## src/common/tac_pkg.sv

```systemverilog
// register map, field layout, reset values and timing counts of the transmit control group
package tac_pkg;

	// ----------------------------------------
	// register addresses
	// ----------------------------------------
	localparam logic [7:0] ADDR_MASK = 8'h84;
	localparam logic [7:0] ADDR_LATCHED = 8'h85;
	localparam logic [7:0] ADDR_CMU = 8'h86;
	localparam logic [7:0] ADDR_LOCK = 8'h87;
	localparam logic [7:0] ADDR_CAL = 8'h88;
	localparam logic [7:0] ADDR_LIVE = 8'h89;

	// ----------------------------------------
	// reset values
	// ----------------------------------------
	localparam logic [7:0] RST_MASK = 8'h00;
	localparam logic [7:0] RST_LATCHED = 8'h00;
	localparam logic [7:0] RST_CMU = 8'h40;
	localparam logic [7:0] RST_LOCK = 8'h94;
	localparam logic [7:0] RST_CAL = 8'h00;
	localparam logic [7:0] RST_LIVE = 8'h00;

	// ----------------------------------------
	// alarm layout shared by mask, latched and live
	// ----------------------------------------
	localparam int ALARM_W = 7;
	localparam int BIT_REF_LOSS = 6;
	localparam int BIT_SIGNAL_LOSS = 5;
	localparam int BIT_LOCK_LOSS = 4;
	localparam int BIT_FIFO_ERR = 3;
	localparam int BIT_PATTERN_ERR = 2;
	localparam int BIT_PATTERN_SYNC = 1;
	localparam int BIT_SQM = 0;

	// ----------------------------------------
	// clock multiplier config fields
	// ----------------------------------------
	localparam int BW_MSB = 7;
	localparam int BW_LSB = 4;
	localparam int MODE_MSB = 2;
	localparam int MODE_LSB = 0;
	localparam logic [3:0] BW_180_HZ = 4'h0;
	localparam logic [3:0] BW_1370_HZ = 4'h1;
	localparam logic [3:0] BW_380_KHZ = 4'h4;
	localparam logic [2:0] MODE_REFLESS = 3'h0;
	localparam logic [2:0] MODE_SYNC_REF = 3'h1;
	localparam logic [2:0] MODE_ASYNC_REF = 3'h2;
	localparam logic [2:0] MODE_LOOP_TIMED = 3'h6;

	// ----------------------------------------
	// lock config fields
	// ----------------------------------------
	localparam int LOCK_RSV_MSB = 7;
	localparam int LOCK_RSV_LSB = 5;
	localparam int KEEP_DATA_BIT = 4;
	localparam int OVERRIDE_BIT = 3;
	localparam int METHOD_BIT = 2;
	localparam int LTR_BIT = 1;

	// ----------------------------------------
	// calibration control fields
	// ----------------------------------------
	localparam int FORCE_CAL_BIT = 3;
	localparam int OSC_MSB = 2;
	localparam int OSC_LSB = 1;
	localparam int SW_RESET_BIT = 0;
	localparam logic [1:0] OSC_AUTO = 2'h0;
	localparam logic [1:0] OSC_SWEEP = 2'h1;
	localparam logic [1:0] OSC_REF = 2'h2;
	localparam logic [1:0] OSC_INVALID = 2'h3;

	// ----------------------------------------
	// timing
	// ----------------------------------------
	localparam int CLOCK_PERIOD_NS = 40;
	localparam int CAL_TIME_NS = 100000;
	localparam int CAL_CYCLES = (CAL_TIME_NS + CLOCK_PERIOD_NS - 1) / CLOCK_PERIOD_NS;
	localparam int SW_RESET_TIME_NS = 1000;
	localparam int SW_RESET_CYCLES = (SW_RESET_TIME_NS + CLOCK_PERIOD_NS - 1) / CLOCK_PERIOD_NS;

endpackage

```

## src/verilog/tac_tx_ctrl.sv

```systemverilog
// transmit alarm, interrupt and clock multiplier control register group
module tac_tx_ctrl import tac_pkg::*; #(
	parameter int CAL_COUNT = CAL_CYCLES,
	parameter int RESET_COUNT = SW_RESET_CYCLES
) (
	input wire logic clock,
	input wire logic rst_n,
	input wire logic [7:0] reg_addr,
	input wire logic [7:0] reg_wdata,
	input wire logic reg_write,
	input wire logic reg_read,
	output logic [7:0] reg_rdata,
	output logic reg_rvalid,
	input wire logic ref_clock_coarse_deviation,
	input wire logic tx_signal_loss,
	input wire logic tx_lock_loss,
	input wire logic tx_fifo_overflow,
	input wire logic tx_fifo_underflow,
	input wire logic pattern_error_alarm,
	input wire logic pattern_sync_loss_alarm,
	input wire logic signal_quality_alarm,
	input wire logic global_interrupt_enable,
	input wire logic fifo_auto_clear_option,
	input wire logic ref_clock_present,
	output logic interrupt_out,
	output logic [3:0] jitter_bandwidth_select,
	output logic [2:0] timing_mode_select,
	output logic bandwidth_unsupported,
	output logic lock_to_reference,
	output logic keep_data_lock_option,
	output logic lock_loss_method,
	output logic [1:0] oscillator_cal_mode,
	output logic vco_full_sweep,
	output logic oscillator_cal_invalid,
	output logic calibration_active,
	output logic tx_soft_reset
);

	// ----------------------------------------
	// helpers
	// ----------------------------------------
	function automatic logic method_of(input logic [7:0] lock, input logic [2:0] mode);
		if (lock[OVERRIDE_BIT])
			return lock[METHOD_BIT];
		return (mode == MODE_REFLESS);
	endfunction

	function automatic logic bw_bad(input logic [3:0] bw, input logic [2:0] mode);
		logic ok;
		ok = 1'b0;
		case (bw)
			BW_180_HZ, BW_1370_HZ: ok = (mode == MODE_ASYNC_REF) || (mode == MODE_LOOP_TIMED);
			BW_380_KHZ: ok = (mode == MODE_REFLESS) || (mode == MODE_SYNC_REF);
			default: ok = 1'b0;
		endcase
		return !ok;
	endfunction

	// ----------------------------------------
	// state
	// ----------------------------------------
	logic [ALARM_W-1:0] mask;
	logic [ALARM_W-1:0] latched;
	logic [ALARM_W-1:0] live;
	logic [7:0] cmu_cfg;
	logic [7:0] lock_cfg;
	logic [7:0] cal_cfg;
	logic enable_seen;
	logic cal_busy;
	logic cal_done;
	logic rst_busy;
	logic rst_done;
	logic [7:0] read_value;
	logic [ALARM_W-1:0] next_latched;

	logic wr_mask;
	logic wr_latched;
	logic wr_cmu;
	logic wr_lock;
	logic wr_cal;
	logic soft_reset_start;
	logic mode_change;
	logic force_start;
	logic cal_start;

	assign wr_mask = reg_write && (reg_addr == ADDR_MASK);
	assign wr_latched = reg_write && (reg_addr == ADDR_LATCHED);
	assign wr_cmu = reg_write && (reg_addr == ADDR_CMU);
	assign wr_lock = reg_write && (reg_addr == ADDR_LOCK);
	assign wr_cal = reg_write && (reg_addr == ADDR_CAL);
	assign soft_reset_start = wr_cal && reg_wdata[SW_RESET_BIT];
	assign mode_change = wr_cmu && !soft_reset_start
		&& (reg_wdata[MODE_MSB:MODE_LSB] != cmu_cfg[MODE_MSB:MODE_LSB]);
	assign force_start = wr_cal && !soft_reset_start && reg_wdata[FORCE_CAL_BIT];
	assign cal_start = mode_change || force_start;

	// ----------------------------------------
	// timers
	// ----------------------------------------
	tac_cycle_timer #(.CYCLES(CAL_COUNT)) u_cal_timer (
		.clock(clock),
		.rst_n(rst_n),
		.start(cal_start),
		.busy(cal_busy),
		.done(cal_done)
	);

	tac_cycle_timer #(.CYCLES(RESET_COUNT)) u_reset_timer (
		.clock(clock),
		.rst_n(rst_n),
		.start(soft_reset_start),
		.busy(rst_busy),
		.done(rst_done)
	);

	// ----------------------------------------
	// live alarms
	// ----------------------------------------
	always_ff @(posedge clock or negedge rst_n) begin
		if (!rst_n) begin
			live <= RST_LIVE[ALARM_W-1:0];
		end else begin
			live[BIT_REF_LOSS] <= ref_clock_coarse_deviation;
			live[BIT_SIGNAL_LOSS] <= tx_signal_loss;
			live[BIT_LOCK_LOSS] <= tx_lock_loss;
			live[BIT_FIFO_ERR] <= tx_fifo_overflow || tx_fifo_underflow;
			live[BIT_PATTERN_ERR] <= pattern_error_alarm;
			live[BIT_PATTERN_SYNC] <= pattern_sync_loss_alarm;
			live[BIT_SQM] <= signal_quality_alarm;
		end
	end

	// ----------------------------------------
	// latched status, set wins over clear
	// ----------------------------------------
	always_comb begin
		next_latched = latched;
		if (soft_reset_start || (enable_seen && !global_interrupt_enable))
			next_latched = '0;
		else if (wr_latched)
			next_latched = latched & reg_wdata[ALARM_W-1:0];
		next_latched = next_latched | live;
	end

	always_ff @(posedge clock or negedge rst_n) begin
		if (!rst_n) begin
			latched <= RST_LATCHED[ALARM_W-1:0];
			enable_seen <= 1'b0;
		end else begin
			latched <= next_latched;
			enable_seen <= global_interrupt_enable;
		end
	end

	// ----------------------------------------
	// writable configuration
	// ----------------------------------------
	always_ff @(posedge clock or negedge rst_n) begin
		if (!rst_n) begin
			mask <= RST_MASK[ALARM_W-1:0];
			cmu_cfg <= RST_CMU;
			lock_cfg <= RST_LOCK;
		end else if (soft_reset_start) begin
			mask <= RST_MASK[ALARM_W-1:0];
			cmu_cfg <= RST_CMU;
			lock_cfg <= RST_LOCK;
		end else begin
			if (wr_mask)
				mask <= reg_wdata[ALARM_W-1:0];
			if (wr_cmu) begin
				cmu_cfg[BW_MSB:BW_LSB] <= reg_wdata[BW_MSB:BW_LSB];
				cmu_cfg[MODE_MSB:MODE_LSB] <= reg_wdata[MODE_MSB:MODE_LSB];
			end
			if (wr_lock) begin
				lock_cfg[LOCK_RSV_MSB:LOCK_RSV_LSB] <= reg_wdata[LOCK_RSV_MSB:LOCK_RSV_LSB];
				lock_cfg[KEEP_DATA_BIT] <= reg_wdata[KEEP_DATA_BIT];
				lock_cfg[OVERRIDE_BIT] <= reg_wdata[OVERRIDE_BIT];
				lock_cfg[METHOD_BIT] <= reg_wdata[METHOD_BIT];
				lock_cfg[LTR_BIT] <= reg_wdata[LTR_BIT];
			end
		end
	end

	// ----------------------------------------
	// calibration control, self clearing bits
	// ----------------------------------------
	always_ff @(posedge clock or negedge rst_n) begin
		if (!rst_n) begin
			cal_cfg <= RST_CAL;
		end else if (soft_reset_start) begin
			cal_cfg <= RST_CAL;
			cal_cfg[SW_RESET_BIT] <= 1'b1;
		end else begin
			if (rst_done)
				cal_cfg[SW_RESET_BIT] <= 1'b0;
			if (wr_cal)
				cal_cfg[OSC_MSB:OSC_LSB] <= reg_wdata[OSC_MSB:OSC_LSB];
			if (force_start)
				cal_cfg[FORCE_CAL_BIT] <= 1'b1;
			else if (cal_done)
				cal_cfg[FORCE_CAL_BIT] <= 1'b0;
		end
	end

	// ----------------------------------------
	// register read
	// ----------------------------------------
	always_comb begin
		read_value = 8'h00;
		case (reg_addr)
			ADDR_MASK: begin
				read_value = {1'b0, mask};
				if (fifo_auto_clear_option)
					read_value[BIT_FIFO_ERR] = 1'b0;
			end
			ADDR_LATCHED: read_value = {1'b0, latched};
			ADDR_CMU: begin
				read_value[BW_MSB:BW_LSB] = cmu_cfg[BW_MSB:BW_LSB];
				read_value[MODE_MSB:MODE_LSB] = cmu_cfg[MODE_MSB:MODE_LSB];
			end
			ADDR_LOCK: begin
				read_value = lock_cfg;
				read_value[0] = 1'b0;
				read_value[METHOD_BIT] = method_of(lock_cfg, cmu_cfg[MODE_MSB:MODE_LSB]);
			end
			ADDR_CAL: read_value = {4'h0, cal_cfg[3:0]};
			ADDR_LIVE: read_value = {1'b0, live};
			default: read_value = 8'h00;
		endcase
	end

	always_ff @(posedge clock or negedge rst_n) begin
		if (!rst_n) begin
			reg_rdata <= 8'h00;
			reg_rvalid <= 1'b0;
		end else begin
			reg_rvalid <= reg_read;
			if (reg_read)
				reg_rdata <= read_value;
		end
	end

	// ----------------------------------------
	// interrupt and control outputs
	// ----------------------------------------
	always_ff @(posedge clock or negedge rst_n) begin
		if (!rst_n) begin
			interrupt_out <= 1'b0;
		end else begin
			interrupt_out <= global_interrupt_enable && |(latched & ~mask);
		end
	end

	always_ff @(posedge clock or negedge rst_n) begin
		if (!rst_n) begin
			jitter_bandwidth_select <= RST_CMU[BW_MSB:BW_LSB];
			timing_mode_select <= RST_CMU[MODE_MSB:MODE_LSB];
			bandwidth_unsupported <= 1'b0;
			lock_to_reference <= 1'b0;
			keep_data_lock_option <= 1'b0;
			lock_loss_method <= 1'b0;
			oscillator_cal_mode <= OSC_AUTO;
			vco_full_sweep <= 1'b0;
			oscillator_cal_invalid <= 1'b0;
			calibration_active <= 1'b0;
			tx_soft_reset <= 1'b0;
		end else begin
			jitter_bandwidth_select <= cmu_cfg[BW_MSB:BW_LSB];
			timing_mode_select <= cmu_cfg[MODE_MSB:MODE_LSB];
			bandwidth_unsupported <= bw_bad(cmu_cfg[BW_MSB:BW_LSB],
				cmu_cfg[MODE_MSB:MODE_LSB]);
			lock_to_reference <= lock_cfg[LTR_BIT]
				|| (cmu_cfg[MODE_MSB:MODE_LSB] == MODE_SYNC_REF);
			keep_data_lock_option <= lock_cfg[KEEP_DATA_BIT];
			lock_loss_method <= method_of(lock_cfg, cmu_cfg[MODE_MSB:MODE_LSB]);
			oscillator_cal_mode <= cal_cfg[OSC_MSB:OSC_LSB];
			vco_full_sweep <= (cal_cfg[OSC_MSB:OSC_LSB] == OSC_SWEEP)
				|| ((cal_cfg[OSC_MSB:OSC_LSB] == OSC_AUTO) && !ref_clock_present);
			oscillator_cal_invalid <= (cal_cfg[OSC_MSB:OSC_LSB] == OSC_INVALID);
			calibration_active <= cal_busy || cal_start;
			tx_soft_reset <= rst_busy || soft_reset_start;
		end
	end
endmodule // tac_tx_ctrl

```

## src/verilog/tac_cycle_timer.sv

```systemverilog
// one-shot cycle timer with busy level and done pulse
module tac_cycle_timer import tac_pkg::*; #(
	parameter int CYCLES = 16
) (
	input wire logic clock,
	input wire logic rst_n,
	input wire logic start,
	output logic busy,
	output logic done
);

	localparam int CW = $clog2(CYCLES + 1);
	localparam logic [CW-1:0] LAST = CW'(CYCLES - 1);

	typedef enum {TMR_IDLE, TMR_RUN} tac_timer_state_type;

	tac_timer_state_type state;
	logic [CW-1:0] count;

	// ----------------------------------------
	// sequencing, a new start restarts the count
	// ----------------------------------------
	always_ff @(posedge clock or negedge rst_n) begin
		if (!rst_n) begin
			state <= TMR_IDLE;
			count <= '0;
			busy <= 1'b0;
			done <= 1'b0;
		end else begin
			done <= 1'b0;
			if (start) begin
				state <= TMR_RUN;
				count <= LAST;
				busy <= 1'b1;
			end else begin
				case (state)
					TMR_IDLE: begin
						busy <= 1'b0;
					end
					TMR_RUN: begin
						if (count == '0) begin
							state <= TMR_IDLE;
							busy <= 1'b0;
							done <= 1'b1;
						end else begin
							count <= count - 1'b1;
						end
					end
					default: begin
						state <= TMR_IDLE;
						busy <= 1'b0;
					end
				endcase
			end
		end
	end

endmodule // tac_cycle_timer

```

## config.mk

```make
export PLATFORM = sky130hd
export DESIGN_NAME = tac_tx_ctrl
export DESIGN_NICKNAME = d
export VERILOG_FILES = /design/src/common/tac_pkg.sv /design/src/verilog/tac_tx_ctrl.sv /design/src/verilog/tac_cycle_timer.sv
export SDC_FILE = /design/constraint.sdc
export NUM_CORES = 1
export LEC_CHECK = 0
export BUFFER_PORTS_ARGS = -buffer_cell sky130_fd_sc_hd__buf_2
export CORE_MARGIN = 3
export CORE_UTILIZATION = 61
export DETAILED_ROUTE_END_ITERATION = 8
export HOLD_SLACK_MARGIN = 0.02
export PLACE_DENSITY = 0.85
export SYNTH_ARGS = -nofsm -noshare
export SYNTH_HDL_FRONTEND = slang
export SYNTH_SLANG_ARGS = --single-unit
```

## constraint.sdc

```tcl
create_clock -name clock -period 4.7 [get_ports clock]
set_input_delay 0.94 -clock clock [delete_from_list [all_inputs] [get_ports clock]]
set_output_delay 0.94 -clock clock [all_outputs]
set_load 0.01 [all_outputs]
```

==> impl_metrics.prom, run 1 <==
# TYPE chip_impl_metric gauge
chip_impl_info{name="crit_family",value="simple AND/OR/NAND/NOR gates"} 1
chip_impl_metric{name="timing.final.setup_violations",unit=""} 0
chip_impl_metric{name="preCtsSetupSlack",unit="ns"} 1.53
chip_impl_metric{name="power.switching_fraction",unit="%"} 28.1
chip_impl_metric{name="synth_enable_flop_cells",unit=""} 0
chip_impl_metric{name="final.setup.worst_slack",unit="ns"} 1.88
chip_impl_metric{name="detailed_place_hpwl",unit="um"} 6010
chip_impl_metric{name="peakVddDrop",unit="uV"} 353
chip_impl_metric{name="worstPathRequired",unit="ns"} 4.93
chip_impl_metric{name="avg_inst_size_synth",unit="um2"} 11.0
chip_impl_metric{name="place_congestion",unit=""} 0.914
chip_impl_metric{name="area_growth_from_synthesis_to_final_layout",unit="%"} 14.2
chip_impl_metric{name="grt_pass1_vias",unit=""} 2938
chip_impl_metric{name="design_area",unit="um2"} 4530
chip_impl_metric{name="layout.nets",unit=""} 450
chip_impl_metric{name="cell_count_after_synthesis",unit=""} 360
chip_impl_info{name="highest-signal-layer",value="met4"} 1
chip_impl_info{name="synth.top_cells.by_count",value="85 x dfrtp_1, 40 x nor2_1, 28 x nand2_1"} 1
chip_impl_metric{name="top_level_port_count",unit=""} 58
chip_impl_info{name="cts_tree",value="built"} 1
chip_impl_info{name="yosys_most_used_dff",value="dfrtp_1"} 1
chip_impl_info{name="worst_setup_path_end_kind",value="register"} 1
chip_impl_metric{name="drt_wl_total",unit="um"} 8530
chip_impl_metric{name="pwr-share-seq",unit="%"} 50.4
chip_impl_metric{name="cpPeakStageDelay",unit="ns"} 0.66
chip_impl_metric{name="grt_overall_usage",unit="%"} 24.7
chip_impl_metric{name="worst_slew_pin_slew",unit="ns"} 1.09
chip_impl_metric{name="total_number_of_vias",unit=""} 2922
chip_impl_metric{name="skew",unit="ns"} 0.00942
chip_impl_metric{name="numCtsBuffers",unit=""} 9
chip_impl_metric{name="p_sw",unit="mW"} 0.538
chip_impl_info{name="timing_worst_setup_path_type",value="input port to register"} 1
chip_impl_metric{name="route.detailed.wl_per_inst",unit="um"} 17.2
chip_impl_metric{name="clkPwrFrac",unit="%"} 32.4
chip_impl_info{name="yosys-top-cells-area",value="dfrtp_1 54%, mux2i_1 4.3%, nor2_1 3.8%, dfstp_2 3.3%, nand2_1 2.7%"} 1
chip_impl_metric{name="share_of_post_route_cells_with_drive_strength_above_1",unit="%"} 21.4
chip_impl_info{name="yosysMostFrequentCell",value="dfrtp_1"} 1
chip_impl_metric{name="clk_transition_reported_paths",unit="ns"} 0.09
chip_impl_metric{name="antenna_found_initial",unit=""} 0
chip_impl_metric{name="synth.top_cell.area_share",unit="%"} 53.7
chip_impl_metric{name="cts_htree_levels",unit=""} 3
chip_impl_metric{name="drtPass1Iterations",unit=""} 5
chip_impl_metric{name="ctsLongestPathBuffers",unit=""} 2
chip_impl_info{name="run_status",value="finished clean"} 1
chip_impl_metric{name="ys_seq_elements",unit=""} 90
chip_impl_metric{name="m1WireLength",unit="um"} 3620
chip_impl_metric{name="p_int",unit="mW"} 1.38
chip_impl_metric{name="layout_min_cycle_time",unit="ns"} 2.82
chip_impl_metric{name="placedInstanceArea",unit="um2"} 4290
chip_impl_metric{name="critical_path_peak_fanout",unit=""} 11
chip_impl_metric{name="wire_length_of_the_first_global_routing_pass",unit="um"} 14100
chip_impl_info{name="grt_setup_unrepaired",value="no"} 1
chip_impl_metric{name="cts-resized-gates",unit=""} 0
chip_impl_metric{name="final_max_slew_viol_count",unit=""} 0
chip_impl_metric{name="port_buffers",unit=""} 57
chip_impl_metric{name="floorplan.die_area",unit="um2"} 7500
chip_impl_metric{name="maxCapViolCount",unit=""} 0
chip_impl_metric{name="worstPathBufferInverterCount",unit=""} 1
chip_impl_metric{name="floorplan.initialDensity",unit="%"} 65.0
chip_impl_metric{name="fmax",unit="MHz"} 355
chip_impl_metric{name="yosysSeqAreaShare",unit="%"} 57.0
chip_impl_metric{name="grt_remaining_overflow",unit=""} 0
chip_impl_metric{name="regToRegSetupSlack",unit="ns"} 2.76
chip_impl_metric{name="core_area",unit="um2"} 6100
chip_impl_metric{name="mappedNetlistArea",unit="um2"} 3960
chip_impl_metric{name="post_cts.repair.setup_buffers",unit=""} 0
chip_impl_info{name="crit_chain",value="buf_2 > or4b_1 > nor4_4 > nand2_1 > o21ai_1 > o21bai_1"} 1
chip_impl_metric{name="route.antenna.remaining_nets",unit=""} 0
chip_impl_info{name="cts_root_buffer",value="clkbuf_8"} 1
chip_impl_metric{name="worstSkewPairLatency",unit="ns"} 0.36
chip_impl_metric{name="fillers",unit=""} 439
chip_impl_metric{name="final-hold-violation-count",unit=""} 0
chip_impl_info{name="min-delay-path-class",value="register to register"} 1
chip_impl_metric{name="cts_sinks",unit=""} 90
chip_impl_metric{name="detail_route.vias_per_cell",unit=""} 5.90
chip_impl_metric{name="cp_data_arrival_time",unit="ns"} 3.05
chip_impl_metric{name="num_rows",unit=""} 28
chip_impl_metric{name="drt_first_iter_violations",unit=""} 240
chip_impl_info{name="crit_path_max_delay_cell_type",value="or4b_1"} 1
chip_impl_metric{name="die_w",unit="um"} 86.6
chip_impl_metric{name="power_dens_cells",unit="nW/um2"} 424
chip_impl_metric{name="leakage",unit="nW"} 2.23
chip_impl_metric{name="mappedNetlistNets",unit=""} 395
chip_impl_metric{name="synth_warnings",unit=""} 0
chip_impl_metric{name="ctsHoldBuffers",unit=""} 0
chip_impl_metric{name="drt_drc_violations_left",unit=""} 0
chip_impl_metric{name="met2RoutedLength",unit="um"} 4180
chip_impl_metric{name="maximum_number_of_pins_on_one_net_before_global_route_repair",unit=""} 91
chip_impl_metric{name="synth.lib_cells_used.distinct",unit=""} 55
chip_impl_info{name="crit_path_start_kind",value="input port"} 1
chip_impl_metric{name="async_flop_share",unit="%"} 100
chip_impl_metric{name="share_comb_of_total_power",unit="%"} 17.2
chip_impl_metric{name="timing.final.crit_share",unit="%"} 59.9
chip_impl_metric{name="finalSetupTns",unit="ns"} 0
chip_impl_info{name="post-synth-top-area-cell",value="dfrtp_1"} 1
chip_impl_metric{name="n_antenna_cell",unit=""} 0
chip_impl_metric{name="maxSlewHeadroom",unit="%"} 27.7
chip_impl_metric{name="die_height",unit="um"} 86.6
chip_impl_metric{name="met3_routed_wirelength",unit="um"} 586
==> stage by stage <==
step,hold slack [ns],utilization (%),instances,total power [mW]
global placement,0.364,70.3,479,1.29
floorplan,0.354,-,360,1.19
global route,0.414,74.2,495,2.03
CTS,0.390,74.2,495,1.93
finish,0.390,74.2,495,1.92
detailed placement,0.365,70.3,479,1.31
==> area by class of cell <==
| cell class | instances | area, um2 | area share, % |
|---|---|---|---|
| Timing Repair Buffer | 57 | 288 | 6.36 |
| Clock buffer | 9 | 124 | 2.74 |
| Multi-Input combinational cell | 238 | 1570 | 34.8 |
| Inverter | 19 | 71.3 | 1.58 |
| Tap cell | 75 | 93.8 | 2.07 |
| Clock inverter | 7 | 116 | 2.57 |
| Sequential cell | 90 | 2260 | 49.9 |
==> cell families (layout without fill, tap and decap cells) <==
family	after synthesis	count (layout)	synth area share, %
fa+ha+maj	4	4	1.26
xor+xnor	10	10	2.21
mux	24	24	7.13
simple gates	123	123	15.9
buf+inv	32	92	3.31
compound gates	77	77	13.2
flops	90	90	57.0
==> cells in the final DEF, fill, tap and decap left out, types with 5 or more instances in the layout <==
master and count:
dfstp_2 5, xnor2_1 5, nor2b_1 6, inv_1 19
o21ai_0 17, nand2b_1 5, nor2_1 40, clkbuf_8 9
nand3_1 6, nand2_1 28, buf_2 56, xor2_1 5
dfrtp_1 85, a22o_1 11, o21bai_1 7, or3_1 7
mux2i_1 17, a21oi_1 14, a22oi_1 5, and2_1 5
==> layer usage <==
layer	track usage [%]	up-vias
li1	-	1377
met1	31.6	1421
met2	40.0	109
met3	7.03	15
met4	9.35	0
met5	0	-
==> worst paths after layout <==
check                                startpoint                endpoint  cells after the start
max                                 reg_addr[5]              latched[4]                      6
max in group asynchronous                 rst_n              reg_rvalid                      1
min                                  cal_cfg[1]  oscillator_cal_mode[0]                      0
min in group asynchronous                 rst_n   timing_mode_select[2]                      1
max reg2reg                u_cal_timer.count[6]    u_cal_timer.count[8]                      5
min reg2reg                          cal_cfg[1]  oscillator_cal_mode[0]                      0
==> sequential cells by signal, indices dropped and copies added (netlist names), 2 cells and up <==
name / flops
u_cal_timer.count: 12
reg_rdata: 8
cmu_cfg: 7
latched: 7
live: 7
lock_cfg: 7
mask: 7
u_reset_timer.count: 5
cal_cfg: 4
jitter_bandwidth_select: 4
timing_mode_select: 3
oscillator_cal_mode: 2
==> power by group through the flow <==
| stage | clock (mW) | sequential (mW) | combinational (mW) |
|---|---|---|---|
| final | 0.621 | 0.966 | 0.329 |
| after global routing | 0.666 | 0.981 | 0.380 |
| after CTS | 0.634 | 0.964 | 0.332 |
| after detailed placement | 0 | 0.979 | 0.330 |
| after global placement | 0 | 0.973 | 0.312 |
| after floorplan | 0 | 0.965 | 0.226 |
(Power assumes the default switching activity.)
==> run 2: changes to the inputs <==
--- a/config.mk
+++ b/config.mk
@@ -5,12 +5,13 @@
 export SDC_FILE = /design/constraint.sdc
 export NUM_CORES = 1
 export LEC_CHECK = 0
+export ABC_AREA = 1
 export BUFFER_PORTS_ARGS = -buffer_cell sky130_fd_sc_hd__buf_2
 export CORE_MARGIN = 3
-export CORE_UTILIZATION = 61
+export CORE_UTILIZATION = 52
 export DETAILED_ROUTE_END_ITERATION = 8
 export HOLD_SLACK_MARGIN = 0.02
-export PLACE_DENSITY = 0.85
+export PLACE_DENSITY = 0.77
 export SYNTH_ARGS = -nofsm -noshare
 export SYNTH_HDL_FRONTEND = slang
 export SYNTH_SLANG_ARGS = --single-unit
==> constraint.sdc (replaced) <==
create_clock -name clock -period 2.27 [get_ports clock]
set_input_delay 0.454 -clock clock [delete_from_list [all_inputs] [get_ports clock]]
set_output_delay 0.454 -clock clock [all_outputs]
set_load 0.01 [all_outputs]
==> run 2 against run 1 <==
Effect of this change:
- clock-buffer cell count grew 1
- largest power group unchanged
- critical endpoint is now u_cal_timer.count[3]
- combinational power grew 92%
- area after synthesis grew 7.2%
==> impl_metrics.prom, run 2 <==
# TYPE chip_impl_metric gauge
chip_impl_info{name="yosys-top-cells-area",value="dfrtp_1 50%, nand2_1 9.7%, nand3_1 8.0%, inv_1 6.1%, nor2_1 4.6%"} 1
chip_impl_metric{name="cts-resized-gates",unit=""} 0
chip_impl_metric{name="share_of_post_route_cells_with_drive_strength_above_1",unit="%"} 21.0
chip_impl_info{name="worstHoldEndpoint",value="live[1]"} 1
chip_impl_metric{name="drtPass1Iterations",unit=""} 5
chip_impl_metric{name="place_congestion",unit=""} 0.954
chip_impl_metric{name="fillers",unit=""} 710
chip_impl_info{name="r2r_end",value="u_cal_timer.count[3]"} 1
chip_impl_info{name="grt_setup_unrepaired",value="no"} 1
chip_impl_metric{name="ctsLongestPathBuffers",unit=""} 2
chip_impl_metric{name="area_growth_from_synthesis_to_final_layout",unit="%"} 16.2
chip_impl_metric{name="maxCapViolCount",unit=""} 0
chip_impl_info{name="timing_worst_setup_path_type",value="register to register"} 1
chip_impl_metric{name="yosysSeqAreaShare",unit="%"} 53.2
chip_impl_metric{name="async_flop_share",unit="%"} 100
chip_impl_metric{name="leakage",unit="nW"} 2.58
chip_impl_info{name="hold_path_startpoint",value="pattern_sync_loss_alarm"} 1
chip_impl_metric{name="clkPwrFrac",unit="%"} 32.1
chip_impl_metric{name="global_route.usage.met1",unit="%"} 28.7
chip_impl_metric{name="grt_overall_usage",unit="%"} 22.7
chip_impl_metric{name="drt_first_iter_violations",unit=""} 282
chip_impl_metric{name="drt_wl_total",unit="um"} 9830
chip_impl_metric{name="floorplan.die_area",unit="um2"} 9290
chip_impl_metric{name="largest_reg_flops",unit=""} 12
chip_impl_metric{name="timing.final.crit_share",unit="%"} 76.2
chip_impl_metric{name="route.detailed.wl_per_inst",unit="um"} 14.4
chip_impl_metric{name="skew",unit="ns"} 0.00625
chip_impl_metric{name="clk_transition_reported_paths",unit="ns"} 0.09
chip_impl_metric{name="globalRouteMet2Util",unit="%"} 37.0
chip_impl_metric{name="total_number_of_vias",unit=""} 3628
chip_impl_info{name="most_common_cell_after_layout_fill_and_taps_aside",value="nand2_1"} 1
chip_impl_metric{name="peakVddDrop",unit="uV"} 517
chip_impl_metric{name="p_sw",unit="mW"} 1.12
chip_impl_metric{name="worst_slew_pin_slew",unit="ns"} 0.563
chip_impl_info{name="run_status",value="finished clean"} 1
chip_impl_metric{name="finalSetupTns",unit="ns"} 0
chip_impl_info{name="regMostFlops",value="u_cal_timer.count"} 1
chip_impl_info{name="worst_setup_path_end_kind",value="register"} 1
chip_impl_metric{name="die_w",unit="um"} 96.4
chip_impl_metric{name="core_area",unit="um2"} 7850
chip_impl_metric{name="final-hold-violation-count",unit=""} 0
chip_impl_info{name="cts_root_buffer",value="clkbuf_8"} 1
chip_impl_metric{name="top_level_port_count",unit=""} 58
chip_impl_metric{name="port_buffers",unit=""} 57
chip_impl_info{name="yosys_most_used_dff",value="dfrtp_1"} 1
chip_impl_metric{name="power_dens_cells",unit="nW/um2"} 770
chip_impl_metric{name="worstPathRequired",unit="ns"} 2.52
chip_impl_metric{name="fin_hold_ws",unit="ns"} 0.192
chip_impl_metric{name="wire_length_of_the_first_global_routing_pass",unit="um"} 15800
chip_impl_metric{name="layout_min_cycle_time",unit="ns"} 1.73
chip_impl_info{name="global_route.peak_usage_layer",value="met2"} 1
chip_impl_metric{name="power.switching_fraction",unit="%"} 29.5
chip_impl_metric{name="detailed_place_hpwl",unit="um"} 7470
chip_impl_metric{name="synth.lib_cells_used.distinct",unit=""} 32
chip_impl_metric{name="timing.final.setup_violations",unit=""} 0
chip_impl_metric{name="cell_count_after_synthesis",unit=""} 507
chip_impl_info{name="commonest_non_fill_non_tap_cells_in_the_layout",value="110 x nand2_1, 85 x dfrtp_1, 69 x inv_1, 68 x nand3_1, 56 x buf_2"} 1
chip_impl_metric{name="length_in_cells_of_the_worst_reg_to_reg_path",unit=""} 10
chip_impl_metric{name="synth.top_cell.area_share",unit="%"} 50.1
chip_impl_metric{name="numCtsBuffers",unit=""} 9
chip_impl_info{name="crit_path_start_kind",value="register"} 1
chip_impl_metric{name="maximum_number_of_pins_on_one_net_before_global_route_repair",unit=""} 41
chip_impl_metric{name="layout.nets",unit=""} 612
chip_impl_metric{name="synth_warnings",unit=""} 0
chip_impl_metric{name="avg_inst_size_synth",unit="um2"} 8.38
chip_impl_metric{name="pwr-share-seq",unit="%"} 51.2
chip_impl_metric{name="synth_enable_flop_cells",unit=""} 0
chip_impl_metric{name="mappedNetlistNets",unit=""} 542
chip_impl_metric{name="antenna_found_initial",unit=""} 0
chip_impl_metric{name="final_max_slew_viol_count",unit=""} 0
chip_impl_metric{name="cts_sinks",unit=""} 90
chip_impl_metric{name="n_antenna_cell",unit=""} 0
chip_impl_metric{name="grt_remaining_overflow",unit=""} 0
chip_impl_metric{name="mappedNetlistArea",unit="um2"} 4250
chip_impl_info{name="min-delay-path-class",value="input port to register"} 1
chip_impl_info{name="yosysMostFrequentCell",value="nand2_1"} 1
chip_impl_metric{name="critical_path_peak_fanout",unit=""} 16
chip_impl_metric{name="cts_htree_levels",unit=""} 3
chip_impl_metric{name="num_rows",unit=""} 32
chip_impl_metric{name="die_height",unit="um"} 96.4
chip_impl_metric{name="floorplan.initialDensity",unit="%"} 54.1
chip_impl_metric{name="groute.layer.met3.usage",unit="%"} 3.80
chip_impl_metric{name="share_comb_of_total_power",unit="%"} 16.6
chip_impl_metric{name="p_int",unit="mW"} 2.68
chip_impl_metric{name="regToRegSetupSlack",unit="ns"} 0.54
chip_impl_info{name="worstReg2RegStart",value="u_cal_timer.count[1]"} 1
chip_impl_metric{name="ys_seq_elements",unit=""} 90
chip_impl_metric{name="detail_route.vias_per_cell",unit=""} 5.30
chip_impl_metric{name="hold_depth",unit=""} 1
chip_impl_info{name="layout_top_registers",value="u_cal_timer.count: 12 flops, reg_rdata: 8 flops"} 1
chip_impl_metric{name="route.antenna.remaining_nets",unit=""} 0
chip_impl_info{name="cts_tree",value="built"} 1
chip_impl_metric{name="cp_data_arrival_time",unit="ns"} 1.98
chip_impl_info{name="synth.top_cells.by_count",value="110 x nand2_1, 85 x dfrtp_1, 69 x inv_1"} 1
chip_impl_metric{name="grt_pass1_vias",unit=""} 3288
chip_impl_metric{name="drt_drc_violations_left",unit=""} 0
chip_impl_info{name="post-synth-top-area-cell",value="dfrtp_1"} 1
chip_impl_metric{name="maxSlewHeadroom",unit="%"} 62.3
chip_impl_metric{name="fmax",unit="MHz"} 578
chip_impl_metric{name="worstSkewPairLatency",unit="ns"} 0.36
==> run 2: changes by cell type after synthesis, moves of 6 or more <==
| cell | change |
|---|---|
| inv_1 | +50 |
| or3_1 | -7 |
| inv_2 | +6 |
| nor2_1 | +12 |
| o21ai_1 | +13 |
| nand3_1 | +62 |
| a22o_1 | -11 |
| nand4_1 | +9 |
| o21bai_1 | -7 |
| mux2i_1 | -17 |
| nand2_2 | +6 |
| nor2b_1 | -6 |
| nand2_1 | +82 |
==> run 2: power by group through the flow <==
stage               clock, mW  combinational (mW)  sequential (mW)
finish                   1.22               0.633             1.95
global route             1.31               0.744             1.97
CTS                      1.24               0.640             1.95
detailed placement          0               0.637             1.97
global placement            0               0.605             1.97
floorplan                   0               0.418             1.95
==> run 2: final cells by class <==
cell class,instances,area [um2],area share (%)
Clock buffer,10,138,2.79
Clock inverter,6,88.8,1.80
Inverter,75,282,5.70
Multi-Input combinational cell,333,1660,33.6
Sequential cell,90,2260,45.7
Tap cell,102,128,2.58
Timing Repair Buffer,68,385,7.80
==> run 2: critical path, stage by stage (launching register included) <==
cell	delay, ns
dfrtp_1	0.39
inv_1	0.07
ha_1	0.21
inv_1	0.06
nor2_1	0.03
nand3_1	0.08
nor2_1	0.06
nor2_2	0.44
nand3_1	0.14
nand2_1	0.10
nor2_1	0.04
==> run 2: through the flow <==
step	instances	utilization, %	area, um2	setup WS (ns)	power, mW
after detailed placement	667	59.9	4700	0.355	2.61
after global placement	667	59.9	4700	0.440	2.57
after CTS	684	62.9	4940	0.526	3.83
after floorplan	507	-	4250	0.762	2.37
final	684	62.9	4940	0.541	3.80
after global routing	684	62.9	4940	0.357	4.03
==> run 2: logic make-up (layout without fill, tap and decap cells) <==
logic type,count (synthesis),in the layout,synth area share (%)
adder cells (fa/ha/maj),4,4,1.18
flip-flops,90,90,53.2
AO/OA/AOI/OAI,56,56,7.30
AND/OR/NAND/NOR,270,270,29.9
buffers and inverters,84,159,7.80
XOR/XNOR,3,3,0.618
==> run 2: worst max path at each step <==
| stage | cells after the start | start | to |
|---|---|---|---|
| 2_1_floorplan | 9 | reg_addr[4] | lock_cfg[3] |
| 3_3_place_gp | 9 | reg_addr[4] | u_cal_timer.busy |
| 3_5_place_dp | 9 | reg_addr[4] | u_cal_timer.busy |
| 4_1_cts | 10 | u_cal_timer.count[1] | u_cal_timer.count[2] |
| 5_1_grt | 11 | u_cal_timer.count[0] | u_cal_timer.count[3] |
| 6_report | 10 | u_cal_timer.count[1] | u_cal_timer.count[3] |
==> run 2: metal layers <==
layer	wire length [um]	share of wire, %
met1	4030	41
met2	4760	48
met3	632	6.4
met4	408	4.2
met5	0	0
==> run 2: timing repair <==
action,CTS,global route
hold buffers,1,0
setup buffers,0,0
hold endpoints to repair,4,0
